$ cat src/sss_pkg.sv
`default_nettype none
package sss_pkg;
   // Fixed-point percent: signed, 0.01 % per count
   localparam int          PCT_W          = 16;
   localparam int          DIFF_W         = 18;
   localparam logic [15:0] PCT_FULL       = 16'h2710;    // 100.00 %
   localparam logic [15:0] PCT_FULL_CUR   = 16'h4E20;    // 200.00 %
   localparam logic [15:0] ZERO_LVL_DEF   = 16'h00C8;    // 2.00 %
   localparam logic [15:0] ZERO_HYST      = 16'h0032;    // 0.50 %
   localparam logic [15:0] EARLY_DIS_LVL  = 16'h0019;    // 0.25 %
   // Timer values are 0.1 s units
   localparam int          TMR_W          = 13;
   localparam logic [12:0] TMR_ONE        = 13'h0001;
   localparam logic [3:0]  SUB_LAST       = 4'h9;        // Ramp ticks per 0.1 s, minus one
   localparam logic [15:0] RAMP_STEP_NUM  = 16'h03E8;    // Full scale per ramp tick times 0.1 s
   localparam logic [15:0] FADE_DIV       = 16'h000A;    // Fade rate per 0.1 s step
   // Time base
   localparam int          CLK_PERIOD_PS  = 8000;
   localparam int          RAMP_TICK_MS   = 10;
   localparam int          RAMP_TICK_CYC  = (RAMP_TICK_MS * 1000000) / (CLK_PERIOD_PS / 1000);
   localparam int          DIV_W          = 24;
   // Sequencer states, Gray along the normal path
   typedef enum logic [2:0] {
      SSS_IDLE  = 3'h0,
      SSS_RUN   = 3'h1,
      SSS_NSTOP = 3'h3,
      SSS_HOLD  = 3'h2,
      SSS_FADE  = 3'h6,
      SSS_WAIT  = 3'h7,
      SSS_FSTOP = 3'h5
   } sss_state_t;
endpackage : sss_pkg
`default_nettype wire

$ cat src/sss_sequencer.sv
// Contract
// Speed near zero below level, 0.5% hysteresis
// Demand near zero below level, same hysteresis
// Motor stopped only when both flags true
// Zero level 0..100%, default 2%, shared
// Stopped hold quenches loops, contactor stays on
// Quench held until motor stopped drops
// Tracking while ramp error below tolerance
// Run removal ramps demand to zero
// Non-regen no faster than coast rate
// Normal stop timeout drops contactor, disables
// Contactor held for hold time after zero
// Early disable when level high, no fade
// Fast stop low starts timer, fast ramp
// Fast stop ends at stop speed level
// Fast stop timeout drops contactor, disables
// Fast stop caps current, lower limits win
// Stops inactive before run, else disabled
// Current faded at fade rate after hold
// Signed 0.01% values, magnitudes, 0.1s timers
`timescale 1ns/1ps
`default_nettype none
module sss_sequencer #(
   parameter int RAMP_TICK_CYC = sss_pkg::RAMP_TICK_CYC
) (
   input  wire logic        CLK,
   input  wire logic        ARST_N,
   input  wire logic [15:0] SPEED_FB,
   input  wire logic [15:0] STANDSTILL_IN,
   input  wire logic [15:0] SPEED_SETPOINT,
   input  wire logic        ZERO_LEVEL_SET,
   input  wire logic [15:0] ZERO_LEVEL,
   input  wire logic        STANDSTILL_EN,
   input  wire logic [15:0] RAMP_IN,
   input  wire logic [15:0] RAMP_OUT,
   input  wire logic [15:0] TRACKING_TOLERANCE,
   input  wire logic        RUN_TERMINAL,
   input  wire logic        FAST_STOP_TERMINAL,
   input  wire logic        COAST_STOP_N,
   input  wire logic        REGEN,
   input  wire logic [12:0] NORMAL_RAMP_TIME,
   input  wire logic [12:0] COAST_RAMP_TIME,
   input  wire logic [12:0] STOP_TIMEOUT,
   input  wire logic [12:0] CONTACTOR_HOLD,
   input  wire logic [15:0] STOP_SPEED_LEVEL,
   input  wire logic        CURRENT_DEMAND_CUT,
   input  wire logic [15:0] CURRENT_FADE_RATE,
   input  wire logic [12:0] FAST_RAMP_DURATION,
   input  wire logic [12:0] FAST_STOP_TIMEOUT,
   input  wire logic [15:0] FAST_STOP_CURRENT_CAP,
   input  wire logic [15:0] CURRENT_LIMIT_IN,
   output logic             SPEED_NEAR_ZERO,
   output logic             DEMAND_NEAR_ZERO,
   output logic             MOTOR_STOPPED_FLAG,
   output logic             ZERO_SPEED_RELAY,
   output logic             TRACKING_FLAG,
   output logic             LOOPS_QUENCH,
   output logic             THYRISTOR_FIRING,
   output logic             CONTACTOR_ON,
   output logic             RUN_LED,
   output logic             DRIVE_EN,
   output logic [15:0]      SPEED_DEMAND,
   output logic [15:0]      CURRENT_LIMIT,
   output logic [15:0]      CURRENT_SCALE,
   output logic [2:0]       SEQ_STATE
);

   ////////////////////////////////////////////////////////////////////////////
   // Helpers

   // Magnitude of a signed percent value
   function automatic logic [15:0] sss_mag(input logic [15:0] v);
      sss_mag = v[15] ? 16'(-v) : v;
   endfunction : sss_mag

   // Per-ramp-tick step for a full-scale ramp over t tenths of a second
   function automatic logic [15:0] sss_step(input logic [12:0] t);
      logic [15:0] q;
      q = (t == 13'h0000) ? sss_pkg::RAMP_STEP_NUM : 16'(sss_pkg::RAMP_STEP_NUM / 16'(t));
      sss_step = (q == 16'h0000) ? 16'h0001 : q;
   endfunction : sss_step

   // Sign extension to the difference width
   function automatic logic signed [sss_pkg::DIFF_W-1:0] sss_diff_s(input logic [15:0] v);
      sss_diff_s = {{(sss_pkg::DIFF_W-16){v[15]}}, v};
   endfunction : sss_diff_s

   sss_pkg::sss_state_t state_r;
   sss_pkg::sss_state_t state_nxt;
   logic [sss_pkg::DIV_W-1:0] div_r;
   logic [3:0]                sub_r;
   logic                      ramp_tick;
   logic                      tenth_tick;
   logic [sss_pkg::TMR_W-1:0] tmr_r;
   logic [15:0]               lvl;
   logic [15:0]               fb_mag;
   logic [15:0]               dem_mag;
   logic                      snz_r;
   logic                      dnz_r;
   logic                      stopped;
   logic                      at_stop_speed;
   logic                      early_dis;
   logic                      start_ok;
   logic [12:0]               nstop_time;
   logic [15:0]               step;
   logic [16:0]               err_mag;
   logic [15:0]               dem_r;
   logic [15:0]               cur_r;

   ////////////////////////////////////////////////////////////////////////////
   // Time base: 10 ms ramp tick and 0.1 s timer tick

   assign ramp_tick  = (div_r == sss_pkg::DIV_W'(RAMP_TICK_CYC - 1));
   assign tenth_tick = ramp_tick && (sub_r == sss_pkg::SUB_LAST);

   // Clock divider
   always_ff @(posedge CLK or negedge ARST_N)
   begin
      if (!ARST_N)
      begin
         div_r <= '0;
         sub_r <= 4'h0;
      end
      else if (ramp_tick)
      begin
         div_r <= '0;
         sub_r <= (sub_r == sss_pkg::SUB_LAST) ? 4'h0 : sub_r + 4'h1;
      end
      else
      begin
         div_r <= div_r + sss_pkg::DIV_W'(1);
      end
   end

   ////////////////////////////////////////////////////////////////////////////
   // Standstill detection

   // Zero level: default until set, clamped to full scale
   assign lvl = !ZERO_LEVEL_SET ? sss_pkg::ZERO_LVL_DEF :
                (ZERO_LEVEL > sss_pkg::PCT_FULL) ? sss_pkg::PCT_FULL : ZERO_LEVEL;
   assign fb_mag  = sss_mag(SPEED_FB);
   assign dem_mag = sss_mag(STANDSTILL_IN);

   // Near-zero flags: set below level, clear at level plus hysteresis
   always_ff @(posedge CLK or negedge ARST_N)
   begin
      if (!ARST_N)
      begin
         snz_r <= 1'b0;
         dnz_r <= 1'b0;
      end
      else
      begin
         if (fb_mag < lvl)
            snz_r <= 1'b1;
         else if ({1'b0, fb_mag} >= {1'b0, lvl} + {1'b0, sss_pkg::ZERO_HYST})
            snz_r <= 1'b0;
         if (dem_mag < lvl)
            dnz_r <= 1'b1;
         else if ({1'b0, dem_mag} >= {1'b0, lvl} + {1'b0, sss_pkg::ZERO_HYST})
            dnz_r <= 1'b0;
      end
   end

   assign stopped = snz_r && dnz_r;

   // Ramp tracking error
   assign err_mag = (sss_diff_s(RAMP_IN) >= sss_diff_s(RAMP_OUT)) ?
                    17'(sss_diff_s(RAMP_IN) - sss_diff_s(RAMP_OUT)) :
                    17'(sss_diff_s(RAMP_OUT) - sss_diff_s(RAMP_IN));

   ////////////////////////////////////////////////////////////////////////////
   // Stop sequencer

   assign at_stop_speed = fb_mag < STOP_SPEED_LEVEL;
   assign early_dis     = ((STOP_SPEED_LEVEL > sss_pkg::EARLY_DIS_LVL) || CURRENT_DEMAND_CUT)
                          && (CURRENT_FADE_RATE == 16'h0000);
   assign start_ok      = RUN_TERMINAL && FAST_STOP_TERMINAL && COAST_STOP_N;
   assign nstop_time    = (!REGEN && (COAST_RAMP_TIME > NORMAL_RAMP_TIME)) ?
                          COAST_RAMP_TIME : NORMAL_RAMP_TIME;

   // Next state
   always_comb
   begin
      state_nxt = state_r;
      case (state_r)
         sss_pkg::SSS_IDLE:
            if (start_ok)
               state_nxt = sss_pkg::SSS_RUN;
            else if (RUN_TERMINAL)
               state_nxt = sss_pkg::SSS_WAIT;
         sss_pkg::SSS_RUN:
            if (!COAST_STOP_N)
               state_nxt = sss_pkg::SSS_WAIT;
            else if (!FAST_STOP_TERMINAL)
               state_nxt = sss_pkg::SSS_FSTOP;
            else if (!RUN_TERMINAL)
               state_nxt = sss_pkg::SSS_NSTOP;
         sss_pkg::SSS_NSTOP:
            if (!COAST_STOP_N)
               state_nxt = sss_pkg::SSS_WAIT;
            else if (!FAST_STOP_TERMINAL)
               state_nxt = sss_pkg::SSS_FSTOP;
            else if (at_stop_speed)
               state_nxt = sss_pkg::SSS_HOLD;
            else if (tmr_r >= STOP_TIMEOUT)
               state_nxt = sss_pkg::SSS_WAIT;
         sss_pkg::SSS_HOLD:
            if (!COAST_STOP_N)
               state_nxt = sss_pkg::SSS_WAIT;
            else if (tmr_r >= CONTACTOR_HOLD)
               state_nxt = (CURRENT_FADE_RATE != 16'h0000) ?
                           sss_pkg::SSS_FADE : sss_pkg::SSS_WAIT;
         sss_pkg::SSS_FADE:
            if (cur_r == 16'h0000)
               state_nxt = sss_pkg::SSS_WAIT;
         sss_pkg::SSS_FSTOP:
            if (!COAST_STOP_N || at_stop_speed)
               state_nxt = sss_pkg::SSS_WAIT;
            else if (tmr_r >= FAST_STOP_TIMEOUT)
               state_nxt = sss_pkg::SSS_WAIT;
         sss_pkg::SSS_WAIT:
            if (!RUN_TERMINAL)
               state_nxt = sss_pkg::SSS_IDLE;
         default:
            state_nxt = sss_pkg::SSS_IDLE;
      endcase
   end

   // State register
   always_ff @(posedge CLK or negedge ARST_N)
   begin
      if (!ARST_N)
         state_r <= sss_pkg::SSS_IDLE;
      else
         state_r <= state_nxt;
   end

   // Stop timer in 0.1 s steps, restarted on every state change
   always_ff @(posedge CLK or negedge ARST_N)
   begin
      if (!ARST_N)
         tmr_r <= '0;
      else if (state_nxt != state_r)
         tmr_r <= '0;
      else if (tenth_tick && (tmr_r != '1))
         tmr_r <= tmr_r + sss_pkg::TMR_ONE;
   end

   ////////////////////////////////////////////////////////////////////////////
   // Speed demand and current

   assign step = (state_r == sss_pkg::SSS_FSTOP) ? sss_step(FAST_RAMP_DURATION)
                                                 : sss_step(nstop_time);

   // Demand follows setpoint in run, ramps to zero while stopping
   always_ff @(posedge CLK or negedge ARST_N)
   begin
      if (!ARST_N)
         dem_r <= 16'h0000;
      else if (state_nxt == sss_pkg::SSS_RUN)
         dem_r <= SPEED_SETPOINT;
      else if ((state_nxt == sss_pkg::SSS_NSTOP) || (state_nxt == sss_pkg::SSS_FSTOP))
      begin
         if (ramp_tick)
         begin
            if (sss_mag(dem_r) <= step)
               dem_r <= 16'h0000;
            else if (dem_r[15])
               dem_r <= dem_r + step;
            else
               dem_r <= dem_r - step;
         end
      end
      else
         dem_r <= 16'h0000;
   end

   // Current scale: full, faded after the hold at the fade rate
   always_ff @(posedge CLK or negedge ARST_N)
   begin
      if (!ARST_N)
         cur_r <= sss_pkg::PCT_FULL;
      else if (state_r != sss_pkg::SSS_FADE)
         cur_r <= sss_pkg::PCT_FULL;
      else if (tenth_tick)
         cur_r <= (cur_r <= CURRENT_FADE_RATE / sss_pkg::FADE_DIV) ? 16'h0000 :
                  cur_r - CURRENT_FADE_RATE / sss_pkg::FADE_DIV;
   end

   ////////////////////////////////////////////////////////////////////////////
   // Outputs, registered except MOTOR_STOPPED_FLAG, an AND of the two flags, and LOOPS_QUENCH and THYRISTOR_FIRING, which decode STANDSTILL_EN

   // Ramp tracking flag
   always_ff @(posedge CLK or negedge ARST_N)
   begin
      if (!ARST_N)
         TRACKING_FLAG <= 1'b0;
      else
         TRACKING_FLAG <= err_mag < {1'b0, TRACKING_TOLERANCE};
   end

   // Contactor, enable and current limit from the next state
   always_ff @(posedge CLK or negedge ARST_N)
   begin
      if (!ARST_N)
      begin
         CONTACTOR_ON  <= 1'b0;
         DRIVE_EN      <= 1'b0;
         CURRENT_LIMIT <= 16'h0000;
      end
      else
      begin
         CONTACTOR_ON  <= (state_nxt == sss_pkg::SSS_RUN) || (state_nxt == sss_pkg::SSS_NSTOP)
                          || (state_nxt == sss_pkg::SSS_HOLD)
                          || (state_nxt == sss_pkg::SSS_FSTOP);
         DRIVE_EN      <= (state_nxt == sss_pkg::SSS_RUN) || (state_nxt == sss_pkg::SSS_NSTOP)
                          || (state_nxt == sss_pkg::SSS_FSTOP)
                          || ((state_nxt == sss_pkg::SSS_HOLD) && !early_dis);
         if (state_nxt == sss_pkg::SSS_FSTOP)
            CURRENT_LIMIT <= (FAST_STOP_CURRENT_CAP < CURRENT_LIMIT_IN) ?
                             FAST_STOP_CURRENT_CAP : CURRENT_LIMIT_IN;
         else
            CURRENT_LIMIT <= CURRENT_LIMIT_IN;
      end
   end

   assign SPEED_NEAR_ZERO    = snz_r;
   assign DEMAND_NEAR_ZERO   = dnz_r;
   assign MOTOR_STOPPED_FLAG = stopped;
   assign ZERO_SPEED_RELAY   = snz_r;
   assign RUN_LED            = CONTACTOR_ON;
   assign LOOPS_QUENCH       = STANDSTILL_EN && stopped && DRIVE_EN;
   assign THYRISTOR_FIRING   = DRIVE_EN && !LOOPS_QUENCH;
   assign SPEED_DEMAND       = dem_r;
   assign CURRENT_SCALE      = cur_r;
   assign SEQ_STATE          = state_r;
endmodule : sss_sequencer
`default_nettype wire

$ cat config.mk
export PLATFORM = sky130hd
export DESIGN_NAME = sss_sequencer
export DESIGN_NICKNAME = d
export VERILOG_FILES = /design/src/sss_pkg.sv /design/src/sss_sequencer.sv
export SDC_FILE = /design/constraint.sdc
export NUM_CORES = 1
export LEC_CHECK = 0
export ABC_AREA = 1
export BUFFER_PORTS_ARGS = -buffer_cell sky130_fd_sc_hd__buf_2
export CAP_MARGIN = 15
export CORE_ASPECT_RATIO = 1.4
export CORE_MARGIN = 3
export CORE_UTILIZATION = 30
export DETAILED_ROUTE_END_ITERATION = 10
export GPL_ROUTABILITY_DRIVEN = 0
export PLACE_DENSITY = 0.5
export SETUP_SLACK_MARGIN = 0.05
export SYNTH_ARGS = -nofsm -noshare
export SYNTH_HDL_FRONTEND = slang
export SYNTH_SLANG_ARGS = --single-unit
export TNS_END_PERCENT = 30
$ cat constraint.sdc
create_clock -name CLK -period 5.9 [get_ports CLK]
set_clock_uncertainty 0.05 [all_clocks]
set_input_delay 0.885 -clock CLK [delete_from_list [all_inputs] [get_ports CLK]]
set_output_delay 0.885 -clock CLK [all_outputs]
set_load 0.005 [all_outputs]
# [Word-level counts from Yosys, hierarchy flattened]
# Cells that the tools add are included.
[totals] input_bits=263 word_cells=141 out_inout_bits=61 reg_bits=97
[op_classes] div_mod_pow=3 mux=47 order_cmp=16 n_eq_ne=16 add_sub_neg=12 reduce_logical=35
[ops] cell="$mux W16" n=20
[ops] cell="$logic_not A16 Y1" n=4
[ops] cell="$lt A16 B16 Y1" n=4
[ops] cell="$neg A16 Y16" n=3
[ops] cell="$mux W3" n=15
[ops] cell="$ge A13 B13 Y1" n=3
[ops] cell="$mux W13" n=3
[ops] cell="$ge A16 B17 Y1" n=2
[ops] cell="$sub A16 B16 Y17" n=2
[ops] cell="$div A10 B13 Y16 const A" n=2
[ops] cell="$le A16 B16 Y1" n=2
[ops] cell="$sub A16 B16 Y16" n=2
[ops] cell="$logic_not A13 Y1" n=2
[ops] cell="$add A24 B1 Y24 const B" n=1
[ops] cell="$eq A24 B21 Y1 const B" n=1
[ops] cell="$mux W24" n=1
[ops] cell="$pmux W3 S7" n=1
[ops] cell="$add A16 B6 Y17 const B" n=1
[ops] cell="$lt A17 B16 Y1" n=1
[ops] cell="$mux W17" n=1
[ops] cell="$add A16 B16 Y16" n=1
[ops] cell="$div A16 B4 Y16 const B" n=1
[ops] cell="$ge A16 B16 Y1" n=1
[ops] cell="$gt A16 B14 Y1 const B" n=1
[ops] cell="other kinds (19)" n=54

# [Longest topological paths before layout]
# Gate-level depths: netlist (run 1).
[depth] ltp_word=14 depth_mapped=211 ltp_nobuf=203

# [Least setup slack after synthesis (run 1)]
# Ideal clock, no wire load.
[synth_timing] kind="input to register" from="input FAST_RAMP_DURATION[0]" to="register dem_r[15], in the netlist SPEED_DEMAND[15]" setup_ps=146 path_buffers=13 arrival_ps=28491 required_ps=5704 path_slack_ps=-22786 stages=198 path_cell_list="inv_1 clkbuf_1 ha_1 clkbuf_1 nand4_2 nor2_1 ha_1 a21oi_1 nor2_1 inv_1 o21ai_0 ha_1 inv_1 o21ai_0 a21o_1 nand2_1 inv_1 or2_2 [162 not listed] inv_1 ha_1 nand2_1 o21ai_0 inv_1 o21ai_0 inv_1 nor2_1 nor2_1 o21bai_1 a21oi_1 o21ai_0 nand2_1 nand2_1 a21oi_1 or2_2 a21oi_1 o311ai_0"
[synth_via] elab_chain_cells=11 word_cells_on_any_way=14 cone_classes="2 x add/sub; 1 x div; 1 x order compare; 8 x mux; 2 x reduce/logical"
[synth_lines] element="start, declared" line_no="sss_sequencer.sv:48" rtl="input wire logic [12:0] FAST_RAMP_DURATION,"
[synth_lines] element="$div A10 B13 Y16 or $logic_not A13 Y1 (tied branches)" line_no="sss_sequencer.sv:79" rtl="q = (t == 13'h0000) ? sss_pkg::RAMP_STEP_NUM : 16'(sss_pkg::RAMP_STEP_NUM / 16'(t));"
[synth_lines] element="$mux W16 *" line_no="sss_sequencer.sv:79"
[synth_lines] element="$logic_not A16 Y1" line_no="sss_sequencer.sv:80" rtl="sss_step = (q == 16'h0000) ? 16'h0001 : q;"
[synth_lines] element="$mux W16 *" line_no="sss_sequencer.sv:80"
[synth_lines] element="$mux W16 *" line_no="sss_sequencer.sv:253" rtl="assign step = (state_r == sss_pkg::SSS_FSTOP) ? sss_step(FAST_RAMP_DURATION)"
[synth_lines] element="$sub A16 B16 Y16 or $add A16 B16 Y16 (tied branches)" line_no="sss_sequencer.sv:272, sss_sequencer.sv:270"
[synth_lines] element="$mux W16" line_no="sss_sequencer.sv:269" rtl="else if (dem_r[15])"
[synth_lines] element="$mux W16 *" line_no="sss_sequencer.sv:267" rtl="if (sss_mag(dem_r) <= step)"
[synth_lines] element="$mux W16 *" line_no="sss_sequencer.sv:265" rtl="if (ramp_tick)"
[synth_lines] element="$mux W16 *" line_no="sss_sequencer.sv:263" rtl="else if ((state_nxt == sss_pkg::SSS_NSTOP) || (state_nxt == sss_pkg::SSS_FSTOP))"
[synth_lines] element="$mux W16 *" line_no="sss_sequencer.sv:261" rtl="else if (state_nxt == sss_pkg::SSS_RUN)"
[synth_lines] element="end signal, assigned" line_no="sss_sequencer.sv:270" rtl="dem_r <= dem_r + step;"
[synth_lines] element="end signal, assigned" line_no="sss_sequencer.sv:272" rtl="dem_r <= dem_r - step;"
[synth_lines] element="end, declared" line_no="sss_sequencer.sv:107" rtl="logic [15:0] dem_r;"
# Every way passes the cells marked *; elsewhere a longest branch is shown, timed or not. The select of a mux whose other input is x is not followed.
# A chain may end at the register's enable or synchronous reset.

# [Worst setup path in the final report (run 1)]
[layout_timing] from="input FAST_RAMP_DURATION[10]" to="register dem_r[15], in the netlist SPEED_DEMAND[15]"
# The elaborated chain is that of the path after synthesis.

==> results.md, run 1 <==
- Run status: complete, but fails checks
- Violations in the final reports: setup timing
- Final worst path period share: 430%
- Routed wire length per instance: approximately 16 microns
- Clock-pin transition on the worst setup and hold timing paths: roughly 90 ps
- Netlist area before placement: ~0.026 sq mm
- Number of placed instances, taps included: approximately 6,400
- Slew HR: a little over a third
- Mapped Cells: 4,121
- Post-layout min period: about 25,000 ps
- MaxCap Viol Count: 0
- Combined area of the multi-input logic cells: approximately 0.023 sq mm
- Number of fill cells in the layout: slightly below 9,000
- Crit path buf inv count: 23
- Maximum single-stage delay on the critical path: ~350 ps
- First drt pass iteration count: 5
- Syn-to-layout area delta: 54.1%
- Leading cell type in the layout, fill and taps excluded: buf_4
- Critical path peak fanout: 13
- Min Hold Slack: 452 ps
- Horizontal extent of the die: between 200 and 300 microns
- Pwr/cell area: 269 mW/mm^2
- Total number of cells along the worst setup path: between 150 and 200
- Total cell area at the placement stage: between 0.03 and 0.04 sq mm
- Most frequent cells in the layout: 1,131 x buf_4, 814 x nand2_1, 570 x inv_1
- Depth of the worst register-to-register path: 28
- Register-to-register setup slack: around 1200 ps
- Path type of the worst setup path: in2reg
- Number of buffers inserted by hold repair at cts: 0
- Ratio of cells with drive above 1 in the final layout: between 30% and 40%
- Global-route wire length before repair: 159 mm
- Arrival @ worst endpoint: 25,590 ps
- Io pins: ~320
- Final Slew Violations: 0
- Main area contributors after synthesis: ha_1 23%, nand2_1 13%, dfrtp_1 8.9%
- Critical path launch point type: input port
- Synthesized area per cell: roughly 6.3 sq um
- Minimum setup slack in the final design: -19,480 ps
- Violation count after the first detailed-routing iteration: ~1,400
- Final antenna-violating net count: 0
- Clock Latency Late Sink: about 390 ps
- Worst path slowest cell: nor4_4
- Post-placement worst setup slack: -21,820 ps
- Core Footprint: 0.0858 sq mm
- Largest area contributor in the netlist: ha_1
- Overall routing resource usage: a little over a fifth
- Die ar.: approximately 0.090 sq mm
- Initial cell density of the core: between 30% and 40%
- TritonCTS buffer count: 9
- Synth top area share: 22.8%
- Required time of the worst setup path: about 6100 ps
- Gr ovfl total: 0
- Crit Reg-Reg Startpoint: SEQ_STATE[1]
- Sequential cell area: between 0.002 and 0.0025 sq mm
- Part of the Yosys area used for sequential elements: 9.36%
- Total half-perimeter wirelength after legalization and detailed placement: about 85 mm
- Final-stage net count: between 6,000 and 7,000
- Ys async rst share: 100%
- Pin count of the biggest net entering global routing: between 60 and 70
- Type of element capturing the critical path: flop
- VDD IR max: 424 uV
- Unrepaired setup endpoints after global routing: true
- Flop and latch count out of synthesis: 97
- Count of final hold-check violations: 0
- Critical path origin: FAST_RAMP_DURATION[10]
- Total length of routed wires: 103 mm
- Clock tree buffer depth: 2
- Total chip power: approximately 11 mW
- Kind of cell adding the most delay to the critical path: compound AO/OA/AOI/OAI gates
- Die Ht: roughly 350 microns
- DR DRC count: 0
- Root buf cell: clkbuf_16
- Slew of the pin with the lowest slew margin: between 900 and 1000 ps
- Count of distinct cell types in the synthesized netlist: 72
- RR Endpoint: SPEED_DEMAND[15]
- Worst path most repeated cell: a21oi_2
- Std-Cell Rows: 127
- Setup Total Neg Slack: -322,840 ps
- Total number of yosys warnings: 0
- Non-Filler Cell Area, Final: 0.0401 sq mm
- I/O Buffers: 323
- CTS tree: yes
- Final setup viols: 32
- H-tree Lvls: 3
- Pleak: about 22 nW
- Achievable frequency: approximately 0.04 GHz
- Via density: roughly 4.8
- Finished Core Util: 46.7%
- Number of flops mapped to enable cells by yosys: 0
- Antenna violations before repair: 9
- Number of sinks driven by the clock tree: 97
- Post-synth top flop: dfrtp_1
- Worst setup path endpoint: SPEED_DEMAND[15]
- Tightest Hold Check Type: reg2reg
- Final standard cell count with taps included and fillers excluded: between 6,000 and 7,000
- Vias in the first global route: around 32,000
- Via count: around 32,000
-- registers in the layout, indices dropped and copies added (netlist names) --
name              count
CURRENT_SCALE        16
DEMAND_NEAR_ZERO      1
TRACKING_FLAG         1
DRIVE_EN              1
SPEED_NEAR_ZERO       1
CURRENT_LIMIT        16
SPEED_DEMAND         16
CONTACTOR_ON          1
SEQ_STATE             3
sub_r                 4
div_r                24
tmr_r                13
-- Yosys cell counts, types with 6 or more instances --
cell,instances
nor3_1,62
nand3b_1,13
a21o_1,27
nand2_4,14
o21a_1,9
inv_2,35
o21ai_1,25
o2111ai_1,9
and2_1,9
a21boi_0,7
dfrtp_1,92
inv_1,605
a211oi_1,21
ha_1,473
nand2_1,884
o21bai_1,34
clkbuf_1,43
nand2_2,48
a31oi_1,9
nand3_1,218
a2111oi_0,6
buf_2,8
or2_2,13
o21ai_2,6
nand4_1,54
a21oi_1,339
o221ai_1,16
o211ai_1,13
o31ai_1,11
o21ai_0,312
xnor2_1,87
xor2_1,182
nor2_1,304
nand3_2,17
nor4_1,27
-- how the worst min path moves through the flow --
| stage | from | end | cells past startpoint |
|---|---|---|---|
| final | div_r[2] | div_r[2] | 1 |
| after CTS | div_r[2] | div_r[2] | 1 |
| after global routing | div_r[2] | div_r[2] | 1 |
| after floorplan | div_r[2] | div_r[2] | 1 |
| after global placement | div_r[2] | div_r[2] | 1 |
| after detailed placement | div_r[2] | div_r[2] | 1 |
-- layer usage --
| layer | wire length (microns) | up-vias | track usage (%) |
|---|---|---|---|
| li1 | - | 16700 | - |
| met1 | 40100 | 14800 | 23.6 |
| met2 | 56400 | 576 | 43.8 |
| met3 | 3300 | 192 | 1.91 |
| met4 | 3540 | 8 | 6.63 |
| met5 | 51 | - | 0 |
-- worst register-to-register path, delay by kind of cell, from the launching register on --
kind / cells / cell delay (ps)
buffers and inverters: 7 / 1310
adders and majority gates: 1 / 290
and+or+nand+nor: 13 / 1390
DFF: 1 / 450
AOI/OAI and AO/OA: 7 / 1130
-- cells by family after synthesis --
kind of cell,count (synthesis),synth area share (%)
compound gates,876,19.2
mux,4,0.154
fa+ha+maj,477,23.1
flops,97,9.36
simple gates,1691,28.9
other cells,2,0.0289
buf+inv,704,10.3
xor+xnor,270,9.12
-- report_power, final --
part	internal [mW]	switching (mW)
logic	4.42	4.80
clock network	0.299	0.331
registers	0.772	0.157
-- timing repair --
item,4_1_cts,5_1_grt
gates resized for setup,253,277
buffers inserted,171,48
setup endpoints to repair,32,41
cloned,5,1
pin swaps,170,165
-- final cells by class --
cell class	count	area share (%)
multi-input combinational	3329	57.7
sequential	97	6.07
tap	1096	3.42
clock inverter	7	0.175
clock buffer	9	0.562
timing repair buffer	1471	25.8
timing repair inverter	3	0.0624
inverter	646	6.21
antenna	2	0.0125
No activity file was read; power rests on OpenSTA's default activity.
==> inputs of run 2 (changes only) <==
CORE_MARGIN = 2   (was 3)
clock period = 28.7 ns   (was 5.9 ns; I/O delays follow)
==> run 2 against run 1 <==
- the run still ends with setup timing left
- global-route usage fell by 0.20 points
- sequential power fell by 80%
- flip-flop and latch count did not move
- non-clock buffer count fell by 123
- die area fell by 1.3%
- cell count fell by 1.9%
- setup slack improved by 19000 ps
- critical path depth rose by 14
- sequential share of layout area rose by 0.17 points
- core utilization fell by 1.3 points
- routed wire length fell by 2.0%
- power fell by 81%
==> results.md, run 2 (synthesis results as in run 1) <==
- I/O Buffers: 323 (unchanged)
- Total cell area at the placement stage: 0.0352 sq mm (was 0.0360 sq mm)
- Slew HR: 30.2% (was 35.8%)
- Final-stage net count: 6,173 (was 6,297)
- Initial cell density of the core: 30.3% (unchanged)
- MaxCap Viol Count: 0 (unchanged)
- CTS tree: yes (unchanged)
- Most frequent cells in the layout: 997 x buf_4, 831 x nand2_1, 573 x inv_1 (was 1,131 x buf_4, 814 x nand2_1, 570 x inv_1)
- Vias in the first global route: 31,100 (was 32,100)
- Total length of routed wires: 101 mm (was 103 mm)
- Clock tree buffer depth: 2 (unchanged)
- Maximum single-stage delay on the critical path: 330 ps (was 350 ps)
- Clock-pin transition on the worst setup and hold timing paths: 80 ps (was 90 ps)
- Final worst path period share: 101%
- Clock Latency Late Sink: 380 ps (was 390 ps)
- Met3 wire length: 3.27 mm (was 3.30 mm)
- VDD IR max: 67.1 uV (was 424 uV)
- Die ar.: 0.0891 sq mm (was 0.0903 sq mm)
- Path type of the worst setup path: in2reg (unchanged)
- Switch Pwr: 1.03 mW (was 5.29 mW)
- Most flops, register: div_r (unchanged)
- TritonCTS buffer count: 9 (unchanged)
- Syn-to-layout area delta: 49.9% (was 54.1%)
- Highest signal layer in the routed design: met5 (unchanged)
- First drt pass iteration count: 6 (was 5)
- DR DRC count: 0 (unchanged)
- Min Hold Slack: 446 ps (was 452 ps)
- Type of element capturing the critical path: flop (unchanged)
- Io pins: 324 (unchanged)
- Leading cell type in the layout, fill and taps excluded: buf_4 (unchanged)
- Flip-flop count of the largest register, all copies and words added: 24 (unchanged)
- Slew of the pin with the lowest slew margin: 1050 ps (was 954 ps)
- Required time of the worst setup path: 28,900 ps (was 6110 ps)
- Number of sinks driven by the clock tree: 97 (unchanged)
- Via count: 31,700 (was 32,200)
- Antenna violations before repair: 8 (was 9)
- Die Ht: 352 microns (was 354 microns)
- Achievable frequency: 0.0344 GHz
- Worst path slowest cell: a211oi_4 (was nor4_4)
- Count of final hold-check violations: 0 (unchanged)
- Critical path launch point type: input port (unchanged)
- Horizontal extent of the die: 253 microns (was 255 microns)
- Violations in the final reports: setup timing (unchanged)
- Total half-perimeter wirelength after legalization and detailed placement: 83.1 mm (was 84.9 mm)
- Global-route wire length before repair: 156 mm (was 159 mm)
- Pin count of the biggest net entering global routing: 73 (was 63)
- Pleak: 21.4 nW (was 22.0 nW)
- Root buf cell: clkbuf_16 (unchanged)
- Core Footprint: 0.0858 sq mm (unchanged)
- Final antenna-violating net count: 0 (unchanged)
- Switching share of power: 50.8% (was 49.1%)
- Minimum setup slack in the final design: -366 ps (was -19,480 ps)
- Arrival @ worst endpoint: 29,270 ps (was 25,590 ps)
- Clock Power Share: 6.8% (was 5.8%)
- Violation count after the first detailed-routing iteration: 1,386 (was 1,374)
- Part of the power in combinational logic: 83.8% (was 85.5%)
- Detail Route met2 WL: 54.4 mm (was 56.4 mm)
- Tightest Hold Check Type: reg2reg (unchanged)
- Routed wire length per instance: 15.5 microns (about the same)
- Internal power summed over all cells: 0.995 mW (was 5.49 mW)
- Post-layout min period: between 20,000 and 30,000 ps
- Via density: 4.85 (was 4.84)
- Number of fill cells in the layout: 8,991 (was 8,836)
- Non-Filler Cell Area, Final: 0.0390 sq mm (was 0.0401 sq mm)
- Final Slew Violations: 0 (unchanged)
- Ratio of cells with drive above 1 in the final layout: 34.7% (was 36.6%)
- Portion of total power attributed to sequential cells: 9.4% (was 8.6%)
- Met1 wire length: 40.6 mm (was 40.1 mm)
- H-tree Lvls: 3 (unchanged)
- Std-Cell Rows: 127 (unchanged)
- Unrepaired setup endpoints after global routing: true (unchanged)
- Overall routing resource usage: 21.6% (was 21.8%)
- Pwr/cell area: 51.8 mW/mm^2 (was 269 mW/mm^2)
- Final setup viols: 6 (was 32)
- Worst path most repeated cell: buf_4 (was a21oi_2)
- Run status: complete, but fails checks (unchanged)
- Gr ovfl total: 0 (unchanged)
- Critical path peak fanout: 6 (was 13)
-- run 2: critical path: cells and delay by family --
kind | cells | cell delay (ps)
simple gates | 73 | 6720
buf+inv | 51 | 5440
xor+xnor | 2 | 210
compound gates | 68 | 8860
fa+ha+maj | 14 | 3620
-- run 2: timing repair --
| item | in CTS | in global routing |
|---|---|---|
| hold endpoints to repair | 0 | 0 |
| cloned | 5 | 2 |
| setup buffers | 148 | 59 |
| endpoints found under the setup margin | 16 | 16 |
| pin swaps | 149 | 243 |
| hold buffers | 0 | 0 |
| resized for setup | 177 | 304 |
-- run 2: layer usage --
| layer | up-vias | track usage, % |
|---|---|---|
| li1 | 16400 | - |
| met2 | 548 | 43.1 |
| met1 | 14600 | 23.7 |
| met3 | 158 | 2.11 |
| met5 | - | 0 |
| met4 | 8 | 5.73 |
-- run 2: power by group through the flow --
stage	Sequential, mW	Combinational [mW]	Clock, mW
after global routing	0.194	1.89	0.146
after floorplan	0.182	0.940	0
after detailed placement	0.191	1.46	0
after global placement	0.191	1.46	0
final	0.190	1.69	0.136
after CTS	0.190	1.57	0.142
-- run 2: final cells by class --
cell class                      count  area [sq um]  area share [%]
Antenna cell                        1          2.50         0.00642
Clock buffer                        9           225           0.578
Clock inverter                      7          95.1           0.244
Inverter                          646          2490            6.40
Multi-Input combinational cell   3329         22900            58.8
Sequential cell                    97          2430            6.24
Tap cell                         1096          1370            3.52
Timing Repair Buffer             1348          9440            24.2
Timing Repair inverter              2          16.3          0.0417
-- run 2: final timing paths --
check / cells after the start / from / slack [ps] / endpoint
setup / recovery: 208 / FAST_RAMP_DURATION[10] / -370 / SPEED_DEMAND[15]
hold / removal: 1 / div_r[2] / 450 / div_r[2]
setup reg to reg: 29 / SEQ_STATE[1] / 23570 / SPEED_DEMAND[15]
hold reg to reg: 1 / div_r[2] / 450 / div_r[2]
max in group asynchronous: 2 / ARST_N / 23410 / SPEED_DEMAND[6]
min in group asynchronous: 1 / ARST_N / 3790 / CURRENT_LIMIT[2]
-- run 2: per-stage QoR --
stage	power, mW	setup slack (ps)	cells	setup TNS (ps)	util, %
6_report	2.02	-366	6535	-1560	45.4
2_1_floorplan	1.12	-667	4128	-2700	-
4_1_cts	1.90	-22.4	6475	-22.4	43.4
5_1_grt	2.23	-2050	6535	-25580	45.4
3_3_place_gp	1.65	-2400	6306	-33460	41.0
3_5_place_dp	1.66	-2310	6306	-31650	41.0
